[config.mk]
export PLATFORM = sky130hd
export DESIGN_NAME = pef_flag_register
export DESIGN_NICKNAME = d
export VERILOG_FILES = /design/src/rtl/pef_pkg.sv /design/src/rtl/pef_flag_register.sv /design/src/rtl/pef_sticky_flags.sv
export VERILOG_INCLUDE_DIRS = /design/src /design/src/rtl
export SDC_FILE = /design/constraint.sdc
export NUM_CORES = 1
export LEC_CHECK = 0
export BUFFER_PORTS_ARGS = -buffer_cell sky130_fd_sc_hd__buf_4
export CORE_MARGIN = 4
export CORE_UTILIZATION = 47
export CTS_BUF_LIST = sky130_fd_sc_hd__clkbuf_4 sky130_fd_sc_hd__clkbuf_8 sky130_fd_sc_hd__clkbuf_16
export CTS_CLUSTER_SIZE = 24
export DETAILED_ROUTE_END_ITERATION = 12
export HOLD_SLACK_MARGIN = 0.05
export PLACE_DENSITY_LB_ADDON = 0.3
export RECOVER_POWER = 25
export REMOVE_ABC_BUFFERS = 1
export SLEW_MARGIN = 20
export SYNTH_ARGS = -nofsm -noshare
export SYNTH_HDL_FRONTEND = slang
export SYNTH_SLANG_ARGS = --single-unit
[constraint.sdc]
create_clock -name clk -period 1.6 [get_ports clk]
set_clock_uncertainty 0.05 [all_clocks]
set_input_delay 0.08 -clock clk [delete_from_list [all_inputs] [get_ports clk]]
set_output_delay 0.08 -clock clk [all_outputs]
set_load 0.01 [all_outputs]
[src/rtl/pef_map.svh]
// pef_map.svh: offsets, bit positions, reset values and masks of the
// peripheral event flag block.
// assumes: included by bare name from the package and the design files.
`ifndef PEF_MAP_SVH
`define PEF_MAP_SVH

// ****************************************************************
// register bus
// ****************************************************************
`define PEF_ADDR_W        4
`define PEF_DATA_W        8
`define PEF_OFS_FLAGS     4'h0
`define PEF_OFS_ENABLE    4'h1

// ****************************************************************
// flag bit positions
// ****************************************************************
`define PEF_BIT_PSP       7
`define PEF_BIT_ADC       6
`define PEF_BIT_RX        5
`define PEF_BIT_TX        4
`define PEF_BIT_SSP       3
`define PEF_BIT_CCP       2

// ****************************************************************
// reset values and masks
// ****************************************************************
`define PEF_FLAGS_RST     8'h00
`define PEF_ENABLE_RST    8'h00
`define PEF_ZERO8         8'h00
`define PEF_STICKY_MASK   8'hCC
`define PEF_LEVEL_MASK    8'h30
`define PEF_IMPL_MASK     8'hFC

`endif

[src/rtl/pef_pkg.sv]
// pef_pkg.sv: types shared by the peripheral event flag block.
// assumes: pef_map.svh sits in the include path.
`include "pef_map.svh"

package pef_pkg;

   // ****************************************************************
   // peripheral modes
   // ****************************************************************
   // operating mode of the synchronous serial port
   typedef enum logic [1:0] {
      PEF_SSP_OFF,
      PEF_SSP_SPI,
      PEF_SSP_I2C_SLAVE,
      PEF_SSP_I2C_MASTER
   } pef_ssp_mode_t;

   // operating mode of capture/compare unit one
   typedef enum logic [1:0] {
      PEF_CCP_OFF,
      PEF_CCP_CAPTURE,
      PEF_CCP_COMPARE,
      PEF_CCP_PWM
   } pef_ccp_mode_t;

   // ****************************************************************
   // module state
   // ****************************************************************
   // state of the sticky flag store
   typedef struct packed {
      logic [`PEF_DATA_W-1:0] flags;
   } pef_sticky_state_t;

   // state of the top block
   typedef struct packed {
      logic [`PEF_DATA_W-1:0] enable;
      logic                   rxFull;
      logic                   txEmpty;
      logic [`PEF_DATA_W-1:0] rdData;
      logic                   irq;
   } pef_top_state_t;

endpackage : pef_pkg

[src/rtl/pef_flag_register.sv]
// pef_flag_register.sv: peripheral event flag register with enable mask,
// register port and one level interrupt.
// assumes: every event input is a one-cycle pulse or level from on-chip
// logic on clk; register master follows the plain strobe protocol.
`timescale 1ns/10ps
`include "pef_map.svh"

module pef_flag_register (
   // clock and reset
   input  wire logic                       clk,
   input  wire logic                       rst,
   // register port
   input  wire logic [`PEF_ADDR_W-1:0]     addr,
   input  wire logic [`PEF_DATA_W-1:0]     wrData,
   input  wire logic                       wrEn,
   input  wire logic                       rdEn,
   output      logic [`PEF_DATA_W-1:0]     rdData,
   // parallel slave port and converter events
   input  wire logic                       pspAccess,
   input  wire logic                       adcDone,
   // serial receiver and transmitter buffer levels
   input  wire logic                       rxBufferFull,
   input  wire logic                       txBufferEmpty,
   // synchronous serial port
   input  wire pef_pkg::pef_ssp_mode_t     sspMode,
   input  wire logic                       sspByteDone,
   input  wire logic                       sspStartDone,
   input  wire logic                       sspRestartDone,
   input  wire logic                       sspAckDone,
   input  wire logic                       sspBusStart,
   input  wire logic                       sspIdle,
   // capture/compare unit one
   input  wire pef_pkg::pef_ccp_mode_t     ccpMode,
   input  wire logic                       ccpCapture,
   input  wire logic                       ccpMatch,
   // flag view and interrupt
   output      logic [`PEF_DATA_W-1:0]     flagsOut,
   output      logic                       irq
);

   // ****************************************************************
   // helper functions
   // ****************************************************************

   // write strobe aimed at one register
   function automatic logic hitWrite(
      input logic                   strobe,
      input logic [`PEF_ADDR_W-1:0] at,
      input logic [`PEF_ADDR_W-1:0] ofs
   );
      hitWrite = strobe && (at == ofs);
   endfunction : hitWrite

   // qualified serial port event for the current mode
   function automatic logic sspEvent(
      input pef_pkg::pef_ssp_mode_t mode,
      input logic                   byteDone,
      input logic                   startDone,
      input logic                   restartDone,
      input logic                   ackDone,
      input logic                   busStart,
      input logic                   idle
   );
      sspEvent = 1'b0;
      unique case (mode)
         pef_pkg::PEF_SSP_OFF: begin
            sspEvent = 1'b0;
         end
         pef_pkg::PEF_SSP_SPI,
         pef_pkg::PEF_SSP_I2C_SLAVE: begin
            sspEvent = byteDone;
         end
         pef_pkg::PEF_SSP_I2C_MASTER: begin
            // master byte, bus conditions and a foreign Start when idle
            sspEvent = byteDone
                     | startDone
                     | restartDone
                     | ackDone
                     | (busStart & idle);
         end
      endcase
   endfunction : sspEvent

   // qualified capture/compare event for the current mode
   function automatic logic ccpEvent(
      input pef_pkg::pef_ccp_mode_t mode,
      input logic                   capture,
      input logic                   match
   );
      ccpEvent = 1'b0;
      unique case (mode)
         pef_pkg::PEF_CCP_OFF: begin
            ccpEvent = 1'b0;
         end
         pef_pkg::PEF_CCP_CAPTURE: begin
            ccpEvent = capture;
         end
         pef_pkg::PEF_CCP_COMPARE: begin
            ccpEvent = match;
         end
         pef_pkg::PEF_CCP_PWM: begin
            ccpEvent = 1'b0;
         end
      endcase
   endfunction : ccpEvent

   // ****************************************************************
   // state
   // ****************************************************************

   pef_pkg::pef_top_state_t state_reg;
   pef_pkg::pef_top_state_t state_next;

   logic [`PEF_DATA_W-1:0]  setVec;
   logic [`PEF_DATA_W-1:0]  clearVec;
   logic [`PEF_DATA_W-1:0]  stickyFlags;
   logic [`PEF_DATA_W-1:0]  flagView;
   logic                    flagsWrite;
   logic                    enableWrite;

   // ****************************************************************
   // event collection
   // ****************************************************************

   // decode of the two writable registers
   assign flagsWrite  = hitWrite(wrEn, addr, `PEF_OFS_FLAGS);
   assign enableWrite = hitWrite(wrEn, addr, `PEF_OFS_ENABLE);

   // one set line per sticky bit; level bits never latch
   always_comb begin
      setVec = `PEF_ZERO8;
      setVec[`PEF_BIT_PSP] = pspAccess;
      setVec[`PEF_BIT_ADC] = adcDone;
      setVec[`PEF_BIT_SSP] = sspEvent(sspMode, sspByteDone, sspStartDone,
                                      sspRestartDone, sspAckDone,
                                      sspBusStart, sspIdle);
      setVec[`PEF_BIT_CCP] = ccpEvent(ccpMode, ccpCapture, ccpMatch);
   end

   // a one written to a sticky bit clears it; zero leaves it alone
   always_comb begin
      clearVec = `PEF_ZERO8;
      if (flagsWrite) begin
         clearVec = wrData & `PEF_STICKY_MASK;
      end
   end

   // latched flags; an event in the clear cycle survives
   pef_sticky_flags u_sticky (
      .clk      (clk),
      .rst      (rst),
      .setVec   (setVec),
      .clearVec (clearVec),
      .flags    (stickyFlags)
   );

   // ****************************************************************
   // flag view
   // ****************************************************************

   // sticky bits merged with the two buffer levels
   always_comb begin
      flagView = stickyFlags & `PEF_STICKY_MASK;
      flagView[`PEF_BIT_RX] = state_reg.rxFull;
      flagView[`PEF_BIT_TX] = state_reg.txEmpty;
   end

   // ****************************************************************
   // next state
   // ****************************************************************

   // buffer levels, enable mask, read data and interrupt
   always_comb begin
      state_next = state_reg;
      // buffer level bits follow the serial buffers; writes do not touch them
      state_next.rxFull  = rxBufferFull;
      state_next.txEmpty = txBufferEmpty;
      // enable mask only holds implemented bits
      if (enableWrite) begin
         state_next.enable = wrData & `PEF_IMPL_MASK;
      end
      // read data stands only in the cycle after the strobe
      state_next.rdData = `PEF_ZERO8;
      if (rdEn) begin
         if (addr == `PEF_OFS_FLAGS) begin
            state_next.rdData = flagView;
         end else if (addr == `PEF_OFS_ENABLE) begin
            state_next.rdData = state_reg.enable;
         end
      end
      // level interrupt while any enabled flag is set
      state_next.irq = |(flagView & state_reg.enable);
   end

   // register the state
   always_ff @(posedge clk) begin
      if (rst) begin
         state_reg.enable  <= `PEF_ENABLE_RST;
         state_reg.rxFull  <= 1'b0;
         state_reg.txEmpty <= 1'b0;
         state_reg.rdData  <= `PEF_ZERO8;
         state_reg.irq     <= 1'b0;
      end else begin
         state_reg <= state_next;
      end
   end

   // ****************************************************************
   // outputs
   // ****************************************************************

   // all outputs come from flip-flops
   assign rdData   = state_reg.rdData;
   assign irq      = state_reg.irq;
   assign flagsOut = flagView;

endmodule : pef_flag_register

[src/rtl/pef_sticky_flags.sv]
// pef_sticky_flags.sv: the latched event flags, one per sticky bit.
// assumes: set and clear vectors come from logic on the same clock.
`timescale 1ns/10ps
`include "pef_map.svh"

module pef_sticky_flags (
   // clock and reset
   input  wire logic                   clk,
   input  wire logic                   rst,
   // per bit event and clear request
   input  wire logic [`PEF_DATA_W-1:0] setVec,
   input  wire logic [`PEF_DATA_W-1:0] clearVec,
   // latched flags
   output      logic [`PEF_DATA_W-1:0] flags
);

   pef_pkg::pef_sticky_state_t state_reg;
   pef_pkg::pef_sticky_state_t state_next;

   // set wins over a clear in the same cycle; only sticky bits exist
   always_comb begin
      state_next = state_reg;
      state_next.flags = ((state_reg.flags & ~clearVec) | setVec) & `PEF_STICKY_MASK;
   end

   // register the state
   always_ff @(posedge clk) begin
      if (rst) begin
         state_reg.flags <= `PEF_FLAGS_RST;
      end else begin
         state_reg <= state_next;
      end
   end

   assign flags = state_reg.flags;

endmodule : pef_sticky_flags

==> results of run 1 <==
## logic make-up (layout without fill, tap and decap cells)
kind of cell	Yosys count	in the layout	synth area share
AOI/OAI and AO/OA	26	26	0.177
adders and majority gates	2	2	0.0269
buffers and inverters	21	71	0.137
DFF	19	19	0.410
other	1	4	0.00404
and+or+nand+nor	31	31	0.245
## layout by cell type, fill, tap and decap left out, types with 5 or more instances in the layout
cell type / count
dfxtp_1: 19
nand4b_1: 6
nor2_1: 6
dlygate4sd3_1: 19
clkbuf_1: 7
inv_1: 5
buf_4: 36
a22oi_1: 9
o21ai_1: 9
nand2b_1: 7
## repair_timing
action	4_1_cts	5_1_grt
hold buffers	19	0
resized for setup	0	0
endpoints found under the hold margin	12	0
## area by class of cell
type	instances	area (um^2)
Inverter	5	18.8
Clock buffer	4	30.0
Sequential cell	19	380
Multi-Input combinational cell	63	432
Timing Repair Buffer	62	487
Tap cell	25	31.3
Fill cell	138	423
## where the power goes
part           leakage [nW]  switching [mW]  internal [mW]
clock network        0.0184           0.130          0.114
logic                 0.400          0.0724          0.114
registers             0.155          0.0139          0.487
total                 0.573           0.217          0.715
## critical path, cell delays in order
cell           delay (ns)
dlygate4sd3_1        0.54
buf_4                0.13
nand3b_1             0.14
dlygate4sd3_1        0.57
a31oi_1              0.18
## per-layer routing
layer  vias up  wire, um  GRT usage
li1        447         -          -
met4         0        36     0.0979
met3         4       264     0.0513
met5         -         0          0
met1       429       859      0.201
met2        57      1240      0.343
## per-stage QoR
| stage | instances | setup slack [ns] | instance area, um^2 | utilization | power, mW |
|---|---|---|---|---|---|
| after floorplan | 87 | 0.504 | 831 | - | 0.557 |
| after global placement | 155 | 0.380 | 1180 | 0.658 | 0.654 |
| after detailed placement | 155 | 0.356 | 1180 | 0.658 | 0.659 |
| after CTS | 178 | 0.154 | 1410 | 0.780 | 0.937 |
| after global routing | 178 | 0.0816 | 1380 | 0.765 | 0.980 |
| final | 178 | 0.113 | 1380 | 0.765 | 0.932 |
## path summary, 6_finish.rpt
check | startpoint | end | depth (start not counted)
max | ccpMode[1] | u_sticky.flags[2] | 5
min | sspByteDone | u_sticky.flags[3] | 3
max reg2reg | u_sticky.flags[6] | u_sticky.flags[6] | 3
min reg2reg | state_reg[16] | state_reg[16] | 2
==> flow_metrics.env, run 1 <==
export IMPL_run_status="complete, no violations"
export IMPL_crit_required_ns=1.76
export IMPL_synth_common_cells="dfxtp_1 (19), buf_4 (13), a22oi_1 (9), o21ai_1 (9), nand2b_1 (7)"
export IMPL_area_growth_pct=48.5
export IMPL_drc_errors=0
export IMPL_peakVddDrop_v=0.000502
export IMPL_cts_htree_levels=1
export IMPL_core_area_um2=1800
export IMPL_die_w_um=52.4
export IMPL_finalSetupTns_ns=0
export IMPL_root_buffer="clkbuf_4"
export IMPL_die_height_um=52.4
export IMPL_synthCells=100
export IMPL_synthArstFlopShare=0
export IMPL_synth_area_um2=928
export IMPL_tritoncts="done"
export IMPL_endpoint_kind="flip-flop"
export IMPL_yosysSeqAreaShare=0.410
export IMPL_pin_count=49
export IMPL_grt_max_degree=22
export IMPL_gp_congestion=0.764
export IMPL_synth_most_common_cell="dfxtp_1"
export IMPL_cts_setup_buffers=0
export IMPL_track_usage=0.191
export IMPL_port_buffers=42
export IMPL_critPathLaunchType="input pin"
export IMPL_synth_area_top_cells="dfxtp_1 (41%), buf_4 (11%), a22oi_1 (7.3%), nand4b_1 (5.7%), o21ai_1 (4.9%)"
export IMPL_antenna_found_initial=0
export IMPL_whs_ns=0.0809
export IMPL_grt_pass1_wl_um=3850
export IMPL_vias=937
export IMPL_worst_r2r_setup_slack_ns=0.30
export IMPL_rsz0062_at_grt="false"
export IMPL_grt_remaining_overflow=0
export IMPL_ys_seq_elements=19
export IMPL_synth_enable_flop_cells=0
export IMPL_finalHoldViolCount=0
export IMPL_p_leak_nw=0.573
export IMPL_first_pass_iters=4
export IMPL_drive_gt1_frac=0.281
export IMPL_worstSkewPairLatency_ns=0.28
export IMPL_power_density_nw_per_um2=676
export IMPL_initial_core_util=0.515
export IMPL_rows=15
export IMPL_antennaDiodeCount=0
export IMPL_yosysUniqueCellTypes=23
export IMPL_finalWirelength_um=2400
export IMPL_clkTransAtPathRegs_ns=0.10
export IMPL_yosysWarnings=0
export IMPL_cts_buffers=3
export IMPL_drt_initial_drc_count=26
export IMPL_fmax_mhz=672
export IMPL_fin_crit_sh=0.930
export IMPL_dpl_hpwl_um=1570
export IMPL_synth_area_per_cell_um2=9.28
export IMPL_wl_per_cell_um=13.5
export IMPL_via_per_inst=5.26
export IMPL_grt_pass1_vias=883
export IMPL_setup_violations=0
export IMPL_synth_top_area_cell="dfxtp_1"
export IMPL_cp_max_fo=2
export IMPL_postRouteAntennaNets=0
export IMPL_critPathArrivalTime_ns=1.64
export IMPL_die_area_um2=2750
export IMPL_drv_cap=0
export IMPL_clock_sinks=19
export IMPL_synth_top_cell_area_share=0.410
export IMPL_num_nets_final=188
export IMPL_synth_ff_type="dfxtp_1"
export IMPL_crit_type="input pin to flip-flop"
export IMPL_clock_path_buffers=2
export IMPL_fin_crit_ns=1.49
export IMPL_hold_class="input pin to flip-flop"
export IMPL_maxSlewViolCount=0
Note: power is estimated with default switching activity, not from simulation.
==> run 2, diff against run 1 <==
--- a/config.mk
+++ b/config.mk
@@ -7,6 +7,7 @@
 export NUM_CORES = 1
 export LEC_CHECK = 0
 export BUFFER_PORTS_ARGS = -buffer_cell sky130_fd_sc_hd__buf_4
+export CORE_ASPECT_RATIO = 1.2
 export CORE_MARGIN = 4
 export CORE_UTILIZATION = 47
 export CTS_BUF_LIST = sky130_fd_sc_hd__clkbuf_4 sky130_fd_sc_hd__clkbuf_8 sky130_fd_sc_hd__clkbuf_16
==> flow_metrics.env, run 2 (same netlist as run 1, synthesis figures left out) <==
export IMPL_clkTransAtPathRegs_ns=0.11
export IMPL_antenna_found_initial=0
export IMPL_hold_path_startpoint="wrData[7]"
export IMPL_clock_path_buffers=2
export IMPL_postRouteAntennaNets=0
export IMPL_dpl_hpwl_um=1520
export IMPL_vias=893
export IMPL_grt_remaining_overflow=0
export IMPL_wl_per_cell_um=12.9
export IMPL_cp_max_fo=2
export IMPL_drv_cap=0
export IMPL_maxSlewViolCount=0
export IMPL_critPathLaunchType="input pin"
export IMPL_p_leak_nw=0.569
export IMPL_drc_errors=0
export IMPL_first_pass_iters=4
export IMPL_critPathArrivalTime_ns=1.60
export IMPL_crit_required_ns=1.78
export IMPL_peakVddDrop_v=0.000415
export IMPL_rows=17
export IMPL_worst_r2r_setup_slack_ns=0.32
export IMPL_num_nets_final=187
export IMPL_crit_reg2reg_launch="u_sticky.flags[7]"
export IMPL_power_switching_uw=228
export IMPL_area_growth_pct=46.4
export IMPL_crit_type="input pin to flip-flop"
export IMPL_track_usage=0.163
export IMPL_die_w_um=48.6
export IMPL_core_area_um2=1850
export IMPL_cts_htree_levels=1
export IMPL_placedInstanceArea_um2=1180
export IMPL_seq_power_share=0.543
export IMPL_crit_start="ccpMode[0]"
export IMPL_combinationalPowerShare=0.200
export IMPL_fin_crit_ns=1.42
export IMPL_switching_share=0.248
export IMPL_die_area_um2=2750
export IMPL_finalSetupTns_ns=0
export IMPL_root_buffer="clkbuf_4"
export IMPL_p_int_uw=693
export IMPL_initial_core_util=0.502
export IMPL_power_share_clock=0.257
export IMPL_design_area_um2=1360
export IMPL_finalWirelength_um=2200
export IMPL_fin_crit_sh=0.889
export IMPL_tritoncts="done"
export IMPL_grt_pass1_wl_um=3600
export IMPL_drive_gt1_frac=0.283
export IMPL_drt_initial_drc_count=25
export IMPL_rsz0062_at_grt="false"
export IMPL_dp_slack_ns=0.394
export IMPL_run_status="complete, no violations"
export IMPL_antennaDiodeCount=0
export IMPL_die_height_um=56.7
export IMPL_pin_count=49
export IMPL_clock_sinks=19
export IMPL_via_per_inst=5.22
export IMPL_layout_commonest_cell="buf_4"
export IMPL_fmax_mhz=703
export IMPL_endpoint_kind="flip-flop"
export IMPL_hold_class="input pin to flip-flop"
export IMPL_port_buffers=42
export IMPL_cts_setup_buffers=0
export IMPL_finalHoldViolCount=0
export IMPL_grt_pass1_vias=882
export IMPL_setup_violations=0
export IMPL_grt_max_degree=22
export IMPL_cts_buffers=3
export IMPL_gp_congestion=0.739
export IMPL_power_density_nw_per_um2=678
export IMPL_final_cell_mix="buf_4 (36), dfxtp_1 (19), dlygate4sd3_1 (18), o21ai_1 (9), a22oi_1 (9)"
export IMPL_worst_slack_ns=0.178
export IMPL_worstSkewPairLatency_ns=0.29
[run 2: repair_timing]
item / in CTS / in global routing
hold buffers: 18 / 0
endpoints found under the hold margin: 11 / 0
gates resized for setup: 0 / 0
[run 2: worst paths after layout]
check	to	cells after the start
worst max-delay path	u_sticky.flags[2]	5
worst min-delay path	state_reg[18]	3
worst max register to register	u_sticky.flags[7]	3
worst min register to register	state_reg[17]	2
[run 2: critical path, stage by stage]
cell and delay (ns):
dlygate4sd3_1 0.54, buf_4 0.14, nand3b_1 0.15, dlygate4sd3_1 0.57, a31oi_1 0.12
[run 2: metal layers]
layer,vias up,part of all wire,track usage
li1,444,-,-
met1,403,0.36,0.160
met2,38,0.52,0.282
met3,8,0.077,0.0531
met4,0,0.034,0.112
met5,-,0,0
[run 2: final cells by class]
type / instances / area (um^2)
Inverter: 5 / 18.8
Clock inverter: 1 / 5.00
Multi-Input combinational cell: 63 / 432
Sequential cell: 19 / 380
Timing Repair Buffer: 61 / 477
Clock buffer: 3 / 22.5
Fill cell: 123 / 492
Tap cell: 19 / 23.8
[run 2: power by group through the flow]
stage                     Clock (mW)  Combinational (mW)  Sequential (mW)
after global placement             0               0.143            0.511
after global routing           0.258               0.201            0.503
after floorplan                    0              0.0427            0.514
after detailed placement           0               0.148            0.511
final                          0.237               0.184            0.500
after CTS                      0.238               0.182            0.500
[run 2: stage by stage]
step	std cells	hold WS, ns	util	total power, mW
final	171	0.0605	0.734	0.921
after CTS	171	0.0585	0.748	0.920
after global placement	149	0.239	0.636	0.653
after floorplan	87	0.0991	-	0.557
after detailed placement	149	0.246	0.636	0.658
after global routing	171	0.0562	0.734	0.962
==> run 3, diff against run 2 <==
--- a/config.mk
+++ b/config.mk
@@ -6,6 +6,7 @@
 export SDC_FILE = /design/constraint.sdc
 export NUM_CORES = 1
 export LEC_CHECK = 0
+export ABC_AREA = 1
 export BUFFER_PORTS_ARGS = -buffer_cell sky130_fd_sc_hd__buf_4
 export CORE_ASPECT_RATIO = 1.2
 export CORE_MARGIN = 4
==> flow_metrics.env, run 3 <==
export IMPL_first_pass_iters=4
export IMPL_grt_pass1_wl_um=3920
export IMPL_fin_crit_sh=0.865
export IMPL_crit_required_ns=1.80
export IMPL_final_cells=205
export IMPL_pin_count=49
export IMPL_multi_input_area_um2=404
export IMPL_synth_area_um2=941
export IMPL_wl_per_cell_um=11.3
export IMPL_finalWirelength_um=2310
export IMPL_dp_cells=185
export IMPL_synth_top_area_cell="dfxtp_1"
export IMPL_antenna_found_initial=0
export IMPL_synth_top_family_by_area="simple AND/OR/NAND/NOR gates"
export IMPL_cp_common_cell="dlygate4sd3_1"
export IMPL_port_buffers=42
export IMPL_clkTransAtPathRegs_ns=0.11
export IMPL_worstSkewPairLatency_ns=0.31
export IMPL_grt_pass1_vias=919
export IMPL_die_height_um=57.0
export IMPL_fin_crit_ns=1.38
export IMPL_cpLargestDelayFamily="buffers and inverters"
export IMPL_die_w_um=48.8
export IMPL_yosysWarnings=0
export IMPL_final_cell_mix="nand2_1 (35), buf_4 (35), nor2_1 (20), dfxtp_1 (19), dlygate4sd3_1 (16)"
export IMPL_fmax_mhz=723
export IMPL_rsz0062_at_grt="false"
export IMPL_synth_area_top_cells="dfxtp_1 (40%), nand2_1 (14%), buf_4 (9.6%), nor2_1 (8.0%), a21oi_1 (6.4%)"
export IMPL_cp_max_fo=2
export IMPL_synthCells=135
export IMPL_core_area_um2=1870
export IMPL_synth_common_cells="nand2_1 (35), nor2_1 (20), dfxtp_1 (19)"
export IMPL_fillers=166
export IMPL_crit_slowest_cell="dlygate4sd3_1"
export IMPL_track_usage=0.174
export IMPL_yosysSeqAreaShare=0.404
export IMPL_postRouteAntennaNets=0
export IMPL_synth_most_common_cell="nand2_1"
export IMPL_synth_fa_ha_area_frac=0.0266
export IMPL_synthMuxAreaShare=0
export IMPL_cts_resized=0
export IMPL_root_buffer="clkbuf_4"
export IMPL_cts_htree_levels=1
export IMPL_cts_buffers=3
export IMPL_cts_setup_buffers=0
export IMPL_maxSlewViolCount=0
export IMPL_drive_gt1_frac=0.242
export IMPL_crit_buf_inv=3
export IMPL_critPathLaunchType="input pin"
export IMPL_clock_path_buffers=2
export IMPL_hold_class="input pin to flip-flop"
export IMPL_grt_max_degree=13
export IMPL_synth_xor_area_frac=0
export IMPL_run_status="complete, no violations"
export IMPL_vias=978
export IMPL_antennaDiodeCount=0
export IMPL_finalHoldViolCount=0
export IMPL_synth_compound_area_share=0.0705
export IMPL_crit_type="input pin to flip-flop"
export IMPL_power_density_nw_per_um2=701
export IMPL_num_nets_final=221
export IMPL_area_growth_pct=43.6
export IMPL_dpl_hpwl_um=1590
export IMPL_drt_initial_drc_count=14
export IMPL_p_leak_nw=0.672
export IMPL_critPathArrivalTime_ns=1.59
export IMPL_peakVddDrop_v=0.000430
export IMPL_die_area_um2=2780
export IMPL_clock_sinks=19
export IMPL_initial_core_util=0.503
export IMPL_slowest_delay_ns=0.57
export IMPL_path_cells="dlygate4sd3_1, buf_4, nand4_1, nand2_1, a21oi_1, dlygate4sd3_1"
export IMPL_finalSetupTns_ns=0
export IMPL_synthSimpleGateAreaFrac=0.316
export IMPL_rows=17
export IMPL_synth_enable_flop_cells=0
export IMPL_synth_area_per_cell_um2=6.97
export IMPL_tritoncts="done"
export IMPL_drv_cap=0
export IMPL_grt_remaining_overflow=0
export IMPL_synthArstFlopShare=0
export IMPL_drc_errors=0
export IMPL_synth_ff_type="dfxtp_1"
export IMPL_setup_violations=0
export IMPL_seq_area_um2=380
export IMPL_via_per_inst=4.77
export IMPL_ys_seq_elements=19
export IMPL_gp_congestion=0.774
export IMPL_synth_top_cell_area_share=0.404
export IMPL_yosysUniqueCellTypes=16
export IMPL_whs_ns=0.0682
export IMPL_endpoint_kind="flip-flop"
-- run 3: kinds of logic (layout without fill, tap and decap cells) --
family / Yosys count / after routing
compound gates: 13 / 13
fa+ha+maj: 2 / 2
buf+inv: 30 / 78
flops: 19 / 19
other cells: 1 / 4
simple gates: 70 / 70
-- run 3: worst paths after layout --
check / from / end / slack, ns / depth (start not counted)
worst max-delay path: wrData[6] / u_sticky.flags[6] / 0.22 / 6
worst min-delay path: ccpMode[1] / u_sticky.flags[2] / 0.07 / 4
worst max register to register: u_sticky.flags[6] / u_sticky.flags[6] / 0.33 / 3
worst min register to register: state_reg[13] / rdData[2] / 0.43 / 2
-- run 3: power breakdown --
group	internal, mW	leakage, nW	switching [mW]
combinational	0.103	0.498	0.0759
clock	0.114	0.0184	0.151
sequential	0.488	0.155	0.0142
total	0.706	0.672	0.241
-- run 3: metal layers --
layer  global-route usage  routed length [um]  vias to the layer above
met5                    0                   0                        -
met1                0.199                 914                      423
met4                0.115                  78                        0
met3               0.0366                 159                        7
met2                0.289                1160                       42
li1                     -                   -                      506
-- run 3: layout make-up --
| class | instances | area share |
|---|---|---|
| multi-input combinational | 89 | 0.299 |
| tap | 19 | 0.0176 |
| sequential | 19 | 0.281 |
| clock buffer | 4 | 0.0222 |
| inverter | 15 | 0.0417 |
| timing repair buffer | 59 | 0.338 |
-- run 3: what timing repair did --
action | in CTS | in global routing
setup endpoints to repair | 0 | 0
endpoints found under the hold margin | 17 | 0
hold buffers | 16 | 0
-- run 3: per-stage QoR --
stage                      util  total power, mW  worst slack, ns  area (um^2)
final                     0.722            0.947            0.217         1350
after global routing      0.722            0.991            0.166         1350
after CTS                 0.736            0.950            0.273         1380
after detailed placement  0.634            0.661            0.483         1190
after global placement    0.634            0.656            0.504         1190
after floorplan               -            0.563            0.607          841
-- run 3: tightest hold or removal path, stage by stage --
cell,delay [ns]
buf_4,0.08
nor2_1,0.03
a21oi_1,0.11
a21oi_1,0.07
